File: src/ext_dma_regs.svh
// register map, field positions, reset values and timing counts for one
// external-request dma channel; assumes a 32-bit axi4-lite register bus.
//
// Contract
// - sample request pin from edge after enable write
// - latch sampled low while acceptance is open
// - clear latched request when transfer starts
// - edge mode: see high before next low
// - edge dual: reopen after write cycle once high
// - level dual: reopen right after write cycle
// - delay bit postpones reopening one clock
// - delay dual: reopen after write plus one
// - edge single: reopen after single cycle once high
// - level single: reopen after single cycle
// - single mode releases bus after each unit; in block mode only after each block
// - released bus lets other masters run
// - repeat latch, clear, rearm until transfer end
// - block mode: one block per request
`ifndef EXT_DMA_REGS_SVH
`define EXT_DMA_REGS_SVH

// ------------------------------------------------------------
// register byte offsets
// ------------------------------------------------------------
`define CTRL_OFS       4'h0
`define STAT_OFS       4'h4
`define COUNT_OFS      4'h8
`define BLKSZ_OFS      4'hc

// ------------------------------------------------------------
// fields of the control register and reset values
// ------------------------------------------------------------
`define CTRL_EN_BIT    0
`define CTRL_REQ_DLY_BIT 1
`define CTRL_EDGE_BIT  2
`define CTRL_SNG_BIT   3
`define CTRL_BLK_BIT   4
`define CTRL_RST       5'h00
`define COUNT_RST      16'h0000
`define BLKSZ_RST      8'h01

// ------------------------------------------------------------
// timing counts and response codes
// ------------------------------------------------------------
`define CYC_LEN        2'h2
`define RESP_OKAY      2'h0
`define RESP_SLVERR    2'h2

`endif

File: src/ext_dma_pkg.sv
// types shared by the external-request dma channel
// assumes the constants header is compiled alongside
package ext_dma_pkg;
    // channel transfer sequencer states
    typedef enum logic [2:0] {
        S_IDLE, S_START, S_RD, S_WR, S_SNG, S_REL
    } xfer_state_t;
endpackage

File: src/ext_dma_request_acceptance.sv
// one channel of an external-bus dma: request pin acceptance, a small
// transfer sequencer and an axi4-lite register slave.
// assumes ref_clk at 250 mhz and an external request pin from any domain.
//
// Decided for this implementation: register access over AXI4-Lite and the placing of the registers.
`include "ext_dma_regs.svh"

module ext_dma_request_acceptance (
    input  wire logic        ref_clk,
    input  wire logic        rst_b,
    input  wire logic        ext_transfer_request_n,
    input  wire logic [3:0]  s_axi_awaddr,
    input  wire logic        s_axi_awvalid,
    output logic             s_axi_awready,
    input  wire logic [31:0] s_axi_wdata,
    input  wire logic [3:0]  s_axi_wstrb,
    input  wire logic        s_axi_wvalid,
    output logic             s_axi_wready,
    output logic [1:0]       s_axi_bresp,
    output logic             s_axi_bvalid,
    input  wire logic        s_axi_bready,
    input  wire logic [3:0]  s_axi_araddr,
    input  wire logic        s_axi_arvalid,
    output logic             s_axi_arready,
    output logic [31:0]      s_axi_rdata,
    output logic [1:0]       s_axi_rresp,
    output logic             s_axi_rvalid,
    input  wire logic        s_axi_rready,
    output logic             bus_hold,
    output logic             read_cycle,
    output logic             write_cycle,
    output logic             single_cycle,
    output logic             transfer_end_strobe_n
);
    import ext_dma_pkg::*;

    // ------------------------------------------------------------
    // declarations
    // ------------------------------------------------------------
    logic        sync1_reg, sync2_reg;   // request pin synchroniser
    logic        en_reg;                 // transfer_enable_bit
    logic        req_dly_reg;            // next_request_delay_bit
    logic        edge_reg;               // 1: falling edge sensing
    logic        sng_reg;                // 1: single address mode
    logic        blk_reg;                // 1: block transfer mode
    logic [15:0] count_reg;              // units left to move
    logic [7:0]  blksz_reg;              // units per block
    logic [7:0]  blk_left_reg;           // units left in this block
    logic        latched_reg;            // held request
    logic        accept_reg;             // acceptance open
    logic        high_seen_reg;          // high seen since start
    logic        wait_high_reg;          // reopen waits for high
    logic        dly_reg;                // one-clock reopen delay
    logic [1:0]  cyc_reg;                // clocks within bus cycle
    xfer_state_t state_reg, state_next;
    logic        aw_have_reg, w_have_reg;
    logic [3:0]  aw_addr_reg;
    logic [31:0] w_data_reg;
    logic [3:0]  w_strb_reg;
    logic        wr_fire, ctrl_wr, sw_en_set;
    logic        cyc_end, unit_end, blk_last, cnt_last, reopen, hi_ok;

    // ------------------------------------------------------------
    // request pin synchroniser
    // ------------------------------------------------------------
    // two flops before any logic looks at the pin
    always_ff @(posedge ref_clk or negedge rst_b) begin
        if (!rst_b) begin
            sync1_reg <= 1'b1;
            sync2_reg <= 1'b1;
        end else begin
            sync1_reg <= ext_transfer_request_n;
            sync2_reg <= sync1_reg;
        end
    end

    // ------------------------------------------------------------
    // axi4-lite write path
    // ------------------------------------------------------------
    // address and data are taken in either order; answer follows both
    assign wr_fire   = aw_have_reg && w_have_reg && !s_axi_bvalid;
    assign ctrl_wr   = wr_fire && aw_addr_reg == `CTRL_OFS && w_strb_reg[0];
    assign sw_en_set = ctrl_wr && w_data_reg[`CTRL_EN_BIT] && !en_reg;

    always_ff @(posedge ref_clk or negedge rst_b) begin
        if (!rst_b) begin
            aw_have_reg   <= 1'b0;
            w_have_reg    <= 1'b0;
            aw_addr_reg   <= 4'h0;
            w_data_reg    <= 32'h0000_0000;
            w_strb_reg    <= 4'h0;
            s_axi_awready <= 1'b1;
            s_axi_wready  <= 1'b1;
            s_axi_bvalid  <= 1'b0;
            s_axi_bresp   <= `RESP_OKAY;
        end else begin
            if (s_axi_awvalid && s_axi_awready) begin
                aw_have_reg   <= 1'b1;
                aw_addr_reg   <= s_axi_awaddr;
                s_axi_awready <= 1'b0;
            end
            if (s_axi_wvalid && s_axi_wready) begin
                w_have_reg   <= 1'b1;
                w_data_reg   <= s_axi_wdata;
                w_strb_reg   <= s_axi_wstrb;
                s_axi_wready <= 1'b0;
            end
            if (wr_fire) begin
                s_axi_bvalid <= 1'b1;
                s_axi_bresp  <= (aw_addr_reg == `STAT_OFS || aw_addr_reg[1:0] != 2'h0)
                                ? `RESP_SLVERR : `RESP_OKAY;
            end
            if (s_axi_bvalid && s_axi_bready) begin
                // transaction done, reopen both channels
                s_axi_bvalid  <= 1'b0;
                aw_have_reg   <= 1'b0;
                w_have_reg    <= 1'b0;
                s_axi_awready <= 1'b1;
                s_axi_wready  <= 1'b1;
            end
        end
    end

    // ------------------------------------------------------------
    // axi4-lite read path
    // ------------------------------------------------------------
    always_ff @(posedge ref_clk or negedge rst_b) begin
        if (!rst_b) begin
            s_axi_arready <= 1'b1;
            s_axi_rvalid  <= 1'b0;
            s_axi_rdata   <= 32'h0000_0000;
            s_axi_rresp   <= `RESP_OKAY;
        end else if (s_axi_arvalid && s_axi_arready) begin
            s_axi_arready <= 1'b0;
            s_axi_rvalid  <= 1'b1;
            s_axi_rresp   <= `RESP_OKAY;
            unique case (s_axi_araddr)
                `CTRL_OFS:  s_axi_rdata <= {27'h0, blk_reg, sng_reg, edge_reg, req_dly_reg, en_reg};
                `STAT_OFS:  s_axi_rdata <= {28'h0, wait_high_reg, state_reg != S_IDLE,
                                            accept_reg, latched_reg};
                `COUNT_OFS: s_axi_rdata <= {16'h0, count_reg};
                `BLKSZ_OFS: s_axi_rdata <= {24'h0, blksz_reg};
                default: begin
                    // unmapped offset reads zero with an error
                    s_axi_rdata <= 32'h0000_0000;
                    s_axi_rresp <= `RESP_SLVERR;
                end
            endcase
        end else if (s_axi_rvalid && s_axi_rready) begin
            s_axi_rvalid  <= 1'b0;
            s_axi_arready <= 1'b1;
        end
    end

    // ------------------------------------------------------------
    // control, count and block size registers
    // ------------------------------------------------------------
    // a software write of the enable wins over the hardware clear at end
    always_ff @(posedge ref_clk or negedge rst_b) begin
        if (!rst_b) begin
            {blk_reg, sng_reg, edge_reg, req_dly_reg, en_reg} <= `CTRL_RST;
            count_reg <= `COUNT_RST;
            blksz_reg <= `BLKSZ_RST;
        end else begin
            if (unit_end && cnt_last)
                en_reg <= 1'b0;
            else if (unit_end)
                count_reg <= count_reg - 16'h0001;
            if (unit_end && cnt_last)
                count_reg <= 16'h0000;
            if (ctrl_wr) begin
                en_reg <= w_data_reg[`CTRL_EN_BIT];
                if (!en_reg) begin
                    // mode bits stay frozen while enabled
                    req_dly_reg <= w_data_reg[`CTRL_REQ_DLY_BIT];
                    edge_reg <= w_data_reg[`CTRL_EDGE_BIT];
                    sng_reg  <= w_data_reg[`CTRL_SNG_BIT];
                    blk_reg  <= w_data_reg[`CTRL_BLK_BIT];
                end
            end
            if (wr_fire && !en_reg && aw_addr_reg == `COUNT_OFS) begin
                if (w_strb_reg[0]) count_reg[7:0]  <= w_data_reg[7:0];
                if (w_strb_reg[1]) count_reg[15:8] <= w_data_reg[15:8];
            end
            if (wr_fire && !en_reg && aw_addr_reg == `BLKSZ_OFS && w_strb_reg[0])
                blksz_reg <= w_data_reg[7:0];
        end
    end

    // ------------------------------------------------------------
    // request acceptance
    // ------------------------------------------------------------
    assign cyc_end  = cyc_reg == `CYC_LEN - 2'h1;
    assign unit_end = (state_reg == S_WR || state_reg == S_SNG) && cyc_end;
    assign blk_last = blk_left_reg <= 8'h01;
    assign cnt_last = count_reg == 16'h0001;
    assign reopen   = unit_end && (blk_last || cnt_last) && !cnt_last;
    assign hi_ok    = !edge_reg || high_seen_reg || sync2_reg;

    // latch on a sampled low, rearm after each block or unit
    always_ff @(posedge ref_clk or negedge rst_b) begin
        if (!rst_b) begin
            latched_reg   <= 1'b0;
            accept_reg    <= 1'b0;
            high_seen_reg <= 1'b0;
            wait_high_reg <= 1'b0;
            dly_reg       <= 1'b0;
        end else if (!en_reg) begin
            // disabled: nothing sampled, pending request dropped
            latched_reg   <= 1'b0;
            accept_reg    <= sw_en_set;
            high_seen_reg <= 1'b0;
            wait_high_reg <= 1'b0;
            dly_reg       <= 1'b0;
        end else begin
            if (accept_reg && !sync2_reg) begin
                latched_reg <= 1'b1;
                accept_reg  <= 1'b0;
            end
            if (state_reg == S_IDLE && latched_reg && count_reg != 16'h0000) begin
                latched_reg   <= 1'b0;
                high_seen_reg <= 1'b0;
            end else if (sync2_reg) begin
                high_seen_reg <= 1'b1;
            end
            if (reopen) begin
                if (req_dly_reg)
                    dly_reg <= 1'b1;
                else if (hi_ok)
                    accept_reg <= 1'b1;
                else
                    wait_high_reg <= 1'b1;
            end
            if (dly_reg) begin
                dly_reg <= 1'b0;
                if (hi_ok)
                    accept_reg <= 1'b1;
                else
                    wait_high_reg <= 1'b1;
            end
            if (wait_high_reg && sync2_reg) begin
                wait_high_reg <= 1'b0;
                accept_reg    <= 1'b1;
            end
        end
    end

    // ------------------------------------------------------------
    // transfer sequencer
    // ------------------------------------------------------------
    // next state of the bus-cycle sequence
    always_comb begin
        state_next = state_reg;
        unique case (state_reg)
            S_IDLE:  if (en_reg && latched_reg && count_reg != 16'h0000)
                         state_next = S_START;
            S_START: state_next = sng_reg ? S_SNG : S_RD;
            S_RD:    if (cyc_end) state_next = S_WR;
            S_WR, S_SNG: if (cyc_end)
                         // release after one unit, or after a whole block
                         state_next = (blk_last || cnt_last) ? S_REL
                                    : (sng_reg ? S_SNG : S_RD);
            S_REL:   state_next = S_IDLE;
        endcase
    end

    // state, cycle counter and units left in the block
    always_ff @(posedge ref_clk or negedge rst_b) begin
        if (!rst_b) begin
            state_reg    <= S_IDLE;
            cyc_reg      <= 2'h0;
            blk_left_reg <= 8'h00;
        end else begin
            state_reg <= state_next;
            cyc_reg   <= (state_next != state_reg || cyc_end) ? 2'h0 : cyc_reg + 2'h1;
            if (state_reg == S_START)
                blk_left_reg <= blk_reg ? blksz_reg : 8'h01;
            else if (unit_end)
                blk_left_reg <= blk_left_reg - 8'h01;
        end
    end

    // bus strobes, all registered
    always_ff @(posedge ref_clk or negedge rst_b) begin
        if (!rst_b) begin
            bus_hold              <= 1'b0;
            read_cycle            <= 1'b0;
            write_cycle           <= 1'b0;
            single_cycle          <= 1'b0;
            transfer_end_strobe_n <= 1'b1;
        end else begin
            bus_hold     <= state_next inside {S_RD, S_WR, S_SNG};
            read_cycle   <= state_next == S_RD;
            write_cycle  <= state_next == S_WR;
            single_cycle <= state_next == S_SNG;
            transfer_end_strobe_n <= !(unit_end && cnt_last);
        end
    end
endmodule // ext_dma_request_acceptance

File: config.mk
export PLATFORM = sky130hd
export DESIGN_NAME = ext_dma_request_acceptance
export DESIGN_NICKNAME = d
export VERILOG_FILES = /design/src/ext_dma_pkg.sv /design/src/ext_dma_request_acceptance.sv
export VERILOG_INCLUDE_DIRS = /design/src
export SDC_FILE = /design/constraint.sdc
export NUM_CORES = 1
export LEC_CHECK = 0
export BUFFER_PORTS_ARGS = -buffer_cell sky130_fd_sc_hd__buf_2
export CORE_MARGIN = 2
export CORE_UTILIZATION = 25
export CTS_BUF_LIST = sky130_fd_sc_hd__clkbuf_8
export DETAILED_ROUTE_END_ITERATION = 8
export GPL_ROUTABILITY_DRIVEN = 0
export PLACE_DENSITY = 0.45
export SKIP_LAST_GASP = 1
export SLEW_MARGIN = 20
export SYNTH_ARGS = -nofsm -noshare
export SYNTH_HDL_FRONTEND = slang
export SYNTH_SLANG_ARGS = --single-unit
File: constraint.sdc
create_clock -name ref_clk -period 5.25 [get_ports ref_clk]
set_input_delay 0.2625 -clock ref_clk [delete_from_list [all_inputs] [get_ports ref_clk]]
set_output_delay 0.2625 -clock ref_clk [all_outputs]
set_load 0.01 [all_outputs]
# After elaboration in Yosys (flattened, before gate mapping)
# Index checks and enable logic that the tools add are counted.
# word_totals
register_bits,119
output_inout_bits,46
word_cells,171
in_bits,52
# classes
n_mux,59
bitwise_logic,1
reduce_logical,53
magnitude_cmp,1
addsub,3
n_eq_ne,19
# ops
cell,n
case mux 16 bit (4 select lines),1
two-way mux 16 bit,3
two-way mux 1 bit,41
two-way mux 8 bit,5
logical AND 1 bit,25
"== test 16 x 1 -> 1 bit, second input constant",1
"== test 4 bit, second input constant",4
nonzero test 16 bit,1
"subtractor 16 x 1 -> 16 bit, second input constant",1
two-way mux 3 bit,5
case mux 3 bit (5 select lines),1
nonzero test 2 bit,7
"== test 3 x 2 -> 1 bit, second input constant",4
"== test 3 bit, second input constant",3
"== test 4 x 3 -> 1 bit, second input constant",2
"<= comparator 8 x 1 -> 1 bit, second input constant",1
logical NOT 4 bit,2
"subtractor 8 x 1 -> 8 bit, second input constant",1
logical NOT 1 bit,6
logical OR 1 bit,6
two-way mux 2 bit,3
nonzero test 3 bit,2
OR reduction 4 bit,1
"== test 3 x 1 -> 1 bit, second input constant",1
other kinds (9),9

# Depth between registers and ports, before layout
# Gate-level depths: netlist of the first run.
# depth
ltp_word,10
mapped_depth,9
mapped_depth_nobuf,8

# Least setup slack after synthesis of the first run
# Ideal clock, no wire load.
# synth_timing
path_type,register to register
startpoint,register count_reg[1]
endpoint,register count_reg[14]
n_path_buf,1
setup_slack_ns,2.845
period_less_slack_ns,2.405
t_arrival_ns,2.273
setup_ns,0.132
stages_incl_launch_ff,10
cell_sequence,dfrtp_1 inv_1 ha_1 or4b_2 or4_1 buf_6 nor2_1 nor2_1 a311oi_1 a21oi_1
# synth_between
elab_chain_cells,5
word_cells_on_any_way,7
classes_between,add/sub: 1; eq/ne: 1; mux: 4; reduce/logical: 1
# synth_lines
item,line_no,text
from (decl),ext_dma_request_acceptance.sv:46,logic [15:0] count_reg;
from (signal assigned),ext_dma_request_acceptance.sv:162,count_reg <= `COUNT_RST;
from (signal assigned),ext_dma_request_acceptance.sv:168,count_reg <= count_reg - 16'h0001;
from (signal assigned),ext_dma_request_acceptance.sv:182,if (w_strb_reg[0]) count_reg[7:0] <= w_data_reg[7:0];
subtractor 16 x 1 -> 16 bit / == test 16 x 1 -> 1 bit (equally long branches),"ext_dma_request_acceptance.sv:168, ext_dma_request_acceptance.sv:196",
two-way mux 16 bit / logical AND 1 bit (equally long branches),"ext_dma_request_acceptance.sv:167, ext_dma_request_acceptance.sv:165, ext_dma_request_acceptance.sv:169",
two-way mux 16 bit *,ext_dma_request_acceptance.sv:169,if (unit_end && cnt_last)
two-way mux 8 bit,ext_dma_request_acceptance.sv:183,if (w_strb_reg[1]) count_reg[15:8] <= w_data_reg[15:8];
two-way mux 16 bit *,ext_dma_request_acceptance.sv:181,if (wr_fire && !en_reg && aw_addr_reg == `COUNT_OFS) begin
# Mark *: on every way between the ends. The rest lies on a longest branch, timed or not.
# A chain may end at the register's enable or synchronous reset.

# Worst setup path after layout of the first run
# Same ends and word-level chain as after synthesis.

==> impl_results.md, run 1 <==
- Most common cell on crit path: nor2_1
- Post-Syn Instances: 438
- Leading area contributor after synthesis: dfrtp_1
- Met1 GRT Util: 16.6%
- Chip Height: 143 um
- Most common cell in the netlist: dfrtp_1
- Ratio of cells with drive above 1 in the final layout: 26.9%
- Register bit count reported by yosys: 101
- Worst rel slew slack: 30.6%
- VDD IR max: 0.162 mV
- Worst-Margin Slew: 1.04 ns
- Synth top area share: 48.9%
- Final setup TNS: 0 ns
- Via count: 3,380
- Total CTS buffers: 9
- Vias in the first global route: 3,331
- # rows: 50
- Avg Cell Area, Syn: 11.0 sq um
- # hold bufs at CTS: 2
- Antenna violations before repair: 0
- Top cells by area, synth: dfrtp_1, mux2_2, dfstp_2
- Max Cap Viol: 0
- Worst setup EP type: flop
- Ant. Diodes: 0
- Final setup fails: 0
- CTS clk-pin slew, worst paths: 0.10 ns
- Critical path class: reg -> reg
- Min cycle time layout: 3.33 ns
- Worst-Skew Late Latency: 0.38 ns
- Largest net degree at the start of global routing: 85
- CTS Root Cell: clkbuf_8
- Yosys cell types: 53
- First-pass GRT wire length: 18.0 mm
- Port bufs: 61
- Overflow after GRT: 0
- Vias per std cell: 4.60
- Final Hold Viols: 0
- Synthesized area: 0.00481 sq mm
- Final Slew Violations: 0
- Initial Utilization: 25.6%
- Gr usage total: 11.4%
- Async S/R FF share, synth: 100%
- LEAKAGE: 2.43 nW
- Worst endpoint required time: 5.48 ns
- Max Freq: 301 MHz
- Post-CTS sizing: 0
- Worst EP arrival: 3.56 ns
- GRT met2 Usage: 15.9%
- Ports: 98
- Post-DRT Antenna Nets: 0
- Status: finished, final reports clean
- Routed WL per cell: 15.0 um
- Clk buf depth: 2
- Seq/Total Area, Yosys: 52.7%
- Tcrit/Tclk final: 63.4%
- Worst path cell trace: inv_1 > ha_1 > or4b_2 > or4_1 > nor2_1 > nor2_1 > a311oi_1 > a21oi_1
- Synth Warn #: 0
- Synth-to-Final Area Change: 13.9%
- 1st-pass router iterations: 4
- # nets final: 553
- Setup Buffers After CTS: 0
- CTS tree: yes
- H-tree Lvls: 3
- DRT Wirelength: 11.0 mm
- PwrDens: 480 mW/mm^2
- DRC: 0
- Initial DRC Count: 255
- Max Clock Skew: 0.0122 ns
- RSZ-0062 raised after global routing: false
- Setup crit start kind: flop
- Type of the worst min-delay path: in -> reg
- Core region area: 0.0188 sq mm
- Crit path max-delay cell type: nor2_1
- Die ar.: 0.0204 sq mm
- Clock sink count: 101
- Top FF cell, synth: dfrtp_1
- DP HPWL: 8.10 mm
- GRT Max-Usage Layer: met1
- CP max FO: 14
- GRT met3 Usage: 3.82%
- Die width: 143 um
- # fillers: 1,973
- Finished Core Util: 29.2%
- EDFF count, synth: 0
- Top cells by count, synth: dfrtp_1, nand2_1, mux2_2
- Slowest stage delay, CP: 0.82 ns
[placed cells by master (no fill, tap or decap), types with 7 or more instances in the layout]
cell	netlist	routed
dfrtp_1	94	94
buf_2	3	60
nand2_1	40	40
mux2_2	34	34
nor2_1	29	29
o21ai_0	27	27
inv_1	19	20
conb_1	1	18
o31ai_1	16	16
nor3_1	14	14
a21oi_1	14	14
a22o_1	13	13
xnor2_1	12	12
nand3_1	11	11
clkbuf_8	0	10
dfstp_2	7	7
[layer usage]
| layer | wire, um | vias up |
|---|---|---|
| met3 | 704 | 7 |
| li1 | - | 1635 |
| met4 | 59 | 0 |
| met1 | 5580 | 1647 |
| met5 | 0 | - |
| met2 | 4700 | 91 |
[cells by family (layout without fill, tap and decap cells)]
logic type,Yosys count,after routing,synth area share (%)
multiplexers,43,43,10.9
flip-flops,101,101,52.7
XOR/XNOR,17,17,3.10
other,1,18,0.0780
AND/OR/NAND/NOR,129,129,13.5
buffers and inverters,53,99,5.78
adder cells (fa/ha/maj),5,5,1.30
AO/OA/AOI/OAI,89,89,12.6
[stage by stage]
stage / power, mW / hold WS, ns / std cells / worst slack [ns] / cell area [sq um]
detailed placement: 2.19 / 0.151 / 717 / 1.94 / 5270
CTS: 2.66 / 0.0209 / 735 / 1.92 / 5470
global route: 2.84 / 0.0244 / 735 / 1.76 / 5480
finish: 2.63 / 0.0410 / 735 / 1.92 / 5480
floorplan: 1.92 / -0.0331 / 455 / 2.84 / 4870
global placement: 2.16 / 0.146 / 717 / 2.01 / 5270
[path summary, 6_finish.rpt]
kind                               from        endpoint  depth (start not counted)  slack (ns)
max                        count_reg[1]   count_reg[14]                          8        1.92
min                        s_axi_wvalid    s_axi_wready                          2        0.04
max reg2reg                count_reg[1]   count_reg[14]                          8        1.92
min reg2reg                   sync1_reg       sync2_reg                          0        0.38
max in group asynchronous         rst_b   count_reg[15]                          3        3.94
min in group asynchronous         rst_b  aw_addr_reg[3]                          2        0.28
[critical path: cells and delay by family (launching register included)]
kind            cells  cell delay, ns
flops               1            0.44
buf+inv             1            0.10
simple gates        4            2.08
fa+ha+maj           1            0.15
compound gates      2            0.40
[power by group]
part	internal (mW)	switching, mW	total, mW
Clock	0.185	0.276	0.460
Sequential	1.04	0.286	1.33
Combinational	0.422	0.421	0.843
Total	1.65	0.983	2.63
[cell type report]
class | count | area (sq um) | share of cell area [%]
Sequential cell | 101 | 2540 | 46.3
Multi-Input combinational cell | 301 | 2060 | 37.6
Timing Repair Buffer | 64 | 339 | 6.19
Tap cell | 234 | 293 | 5.35
Clock buffer | 10 | 138 | 2.51
Inverter | 19 | 71.3 | 1.30
Clock inverter | 6 | 38.8 | 0.708
No activity file was read; power rests on OpenSTA's default activity.
==> run 2: changes to the inputs <==
==> constraint.sdc (replaced) <==
create_clock -name ref_clk -period 3.2 [get_ports ref_clk]
set_input_delay 0.16 -clock ref_clk [delete_from_list [all_inputs] [get_ports ref_clk]]
set_output_delay 0.16 -clock ref_clk [all_outputs]
set_load 0.01 [all_outputs]
==> impl_results.md, run 2 (synthesis gave the netlist of run 1 again) <==
- Commonest non-fill, non-tap cell in the layout: dfrtp_1
- CP max FO: 8 (-6)
- Final setup fails: 0 (unchanged)
- DRT met1 WL: 5.77 mm (+3.5%)
- Reg2Reg Launch Point: count_reg[1]
- Status: finished, final reports clean
- Clock sink count: 101 (unchanged)
- Final Hold Viols: 0 (unchanged)
- Post-DRT Antenna Nets: 0 (unchanged)
- Hold Path Origin: s_axi_wstrb[0]
- Die ar.: 0.0204 sq mm (unchanged)
- Largest net degree at the start of global routing: 41 (-52%)
- Total CTS buffers: 9 (unchanged)
- Setup slack after layout: 0.445 ns (-1.48 ns)
- Clk buf depth: 2 (unchanged)
- Ratio of cells with drive above 1 in the final layout: 26.5% (-0.40 points)
- Die width: 143 um (unchanged)
- Met2 wire length: 4.68 mm (-0.38%)
- DRT Wirelength: 11.0 mm (-0.28%)
- Port bufs: 61 (unchanged)
- CTS tree: yes
- Ports: 98 (unchanged)
- Hold path depth: 2 (unchanged)
- Final setup TNS: 0 ns (unchanged)
- Design area: 0.00585 sq mm (+6.8%)
- Setup Buffers After CTS: 0 (unchanged)
- Chip Height: 143 um (unchanged)
- R2R Setup Slk: 0.45 ns (-1.48 ns)
- Met3 WL: 468 um (-34%)
- Worst EP arrival: 3.01 ns (-0.55 ns)
- Critical path class: reg -> reg
- CTS Root Cell: clkbuf_8
- Worst endpoint required time: 3.46 ns (-2.02 ns)
- Finished Layout Cells: 769 (+4.6%)
- Max Freq: 363 MHz (+21%)
- Finished Core Util: 31.2% (+2.0 points)
- Worst rel slew slack: 41.8% (+11 points)
- # nets final: 587 (+6.1%)
- Worst hold slack: 0.0364 ns (-0.00462 ns)
- Hold Path Sink: w_strb_reg[0]
- Initial DRC Count: 235 (-7.8%)
- # rows: 50 (unchanged)
- Core region area: 0.0188 sq mm (unchanged)
- Ant. Diodes: 0 (unchanged)
- Total power: 4.55 mW (+73%)
- DRC: 0 (unchanged)
- Gr usage total: 11.6% (+0.28 points)
- Final Slew Violations: 0 (unchanged)
- Worst-Margin Slew: 0.866 ns (-0.171 ns)
- PwrDens: 778 mW/mm^2 (+62%)
- Synth-to-Final Area Change: 21.6%
- DP HPWL: 8.16 mm (+0.68%)
- LEAKAGE: 2.61 nW (+7.4%)
- First-pass GRT wire length: 18.5 mm (+2.8%)
- Top Layer Used: met4
- Worst setup EP type: flop
- Max Cap Viol: 0 (unchanged)
- Vias in the first global route: 3,479 (+4.4%)
- RSZ-0062 raised after global routing: false
- Overflow after GRT: 0 (unchanged)
- Worst reg2reg path depth: 8 (unchanged)
- CTS clk-pin slew, worst paths: 0.10 ns (about the same)
- 1st-pass router iterations: 4 (unchanged)
- Min cycle time layout: 2.75 ns (-0.572 ns)
- Placed inst area: 0.00534 sq mm (+1.3%)
- Setup crit start kind: flop
- VDD IR max: 0.269 mV (+66%)
- Most frequent cells in the layout: dfrtp_1, buf_2, nand2_1, mux2_2, nor2_1
- Max Clock Skew: 0.0151 ns (+0.00298 ns)
- Routed WL per cell: 14.3 um (-4.7%)
- Type of the worst min-delay path: in -> reg
- H-tree Lvls: 3 (unchanged)
- Dpl cells: 726 (+1.3%)
- Tcrit/Tclk final: 86.1% (+23 points)
- Vias per std cell: 4.55 (-1.1%)
- Initial Utilization: 25.6% (unchanged)
- Via count: 3,498 (+3.5%)
- Worst-Skew Late Latency: 0.37 ns (about the same)
- Worst r2r dst: count_reg[14]
- Antenna violations before repair: 0 (unchanged)
- Place WS: 0.463 ns (-1.47 ns)
run 2: changes by cell type in the layout (fill, tap and decap cells not counted):
cell | previous run | this run
buf_4 | 1 | 11
buf_6 | 1 | 0
bufinv_16 | 0 | 3
clkbuf_8 | 10 | 9
clkinv_2 | 2 | 0
clkinv_4 | 1 | 0
dlygate4sd3_1 | 2 | 27
inv_1 | 20 | 21
nor2b_1 | 3 | 4
nor2b_2 | 1 | 0
run 2: worst max-delay path by stage:
| stage | endpoint | cells past startpoint | slack [ns] | startpoint |
|---|---|---|---|---|
| finish | count_reg[14] | 8 | 0.45 | count_reg[1] |
| global route | count_reg[14] | 8 | 0.24 | count_reg[1] |
| CTS | accept_reg | 8 | 0.45 | count_reg[1] |
| detailed placement | accept_reg | 8 | 0.46 | count_reg[1] |
| global placement | accept_reg | 8 | 0.51 | count_reg[1] |
| floorplan | count_reg[14] | 9 | 0.79 | count_reg[1] |
run 2: layer usage:
metal | global-route usage [%] | vias to the layer above
met4 | 2.97 | 0
met2 | 16.6 | 79
met3 | 3.59 | 5
li1 | - | 1706
met5 | 0 | -
met1 | 17.1 | 1708
run 2: report_power, final:
part	internal, mW	leakage, nW	switching (mW)
combinational	0.720	1.20	0.702
sequential	1.71	1.29	0.459
clock	0.517	0.122	0.445
total	2.94	2.61	1.61
run 2: area by class of cell:
cell class	count	area [sq um]
Tap cell	234	293
Multi-Input combinational cell	301	2060
Clock inverter	7	114
Fill cell	1935	12900
Inverter	19	71.3
Timing Repair Buffer	98	653
Clock buffer	9	124
Sequential cell	101	2540
run 2: critical path, stage by stage (launching register included):
cell	delay, ns
dfrtp_1	0.44
inv_1	0.10
ha_1	0.14
or4b_2	0.57
or4_1	0.62
nor2_1	0.33
nor2_1	0.07
a311oi_1	0.31
a21oi_1	0.07
run 2: timing repair:
item,CTS,global route
hold endpoints to repair,49,1
hold buffers,26,1
resized for setup,0,0
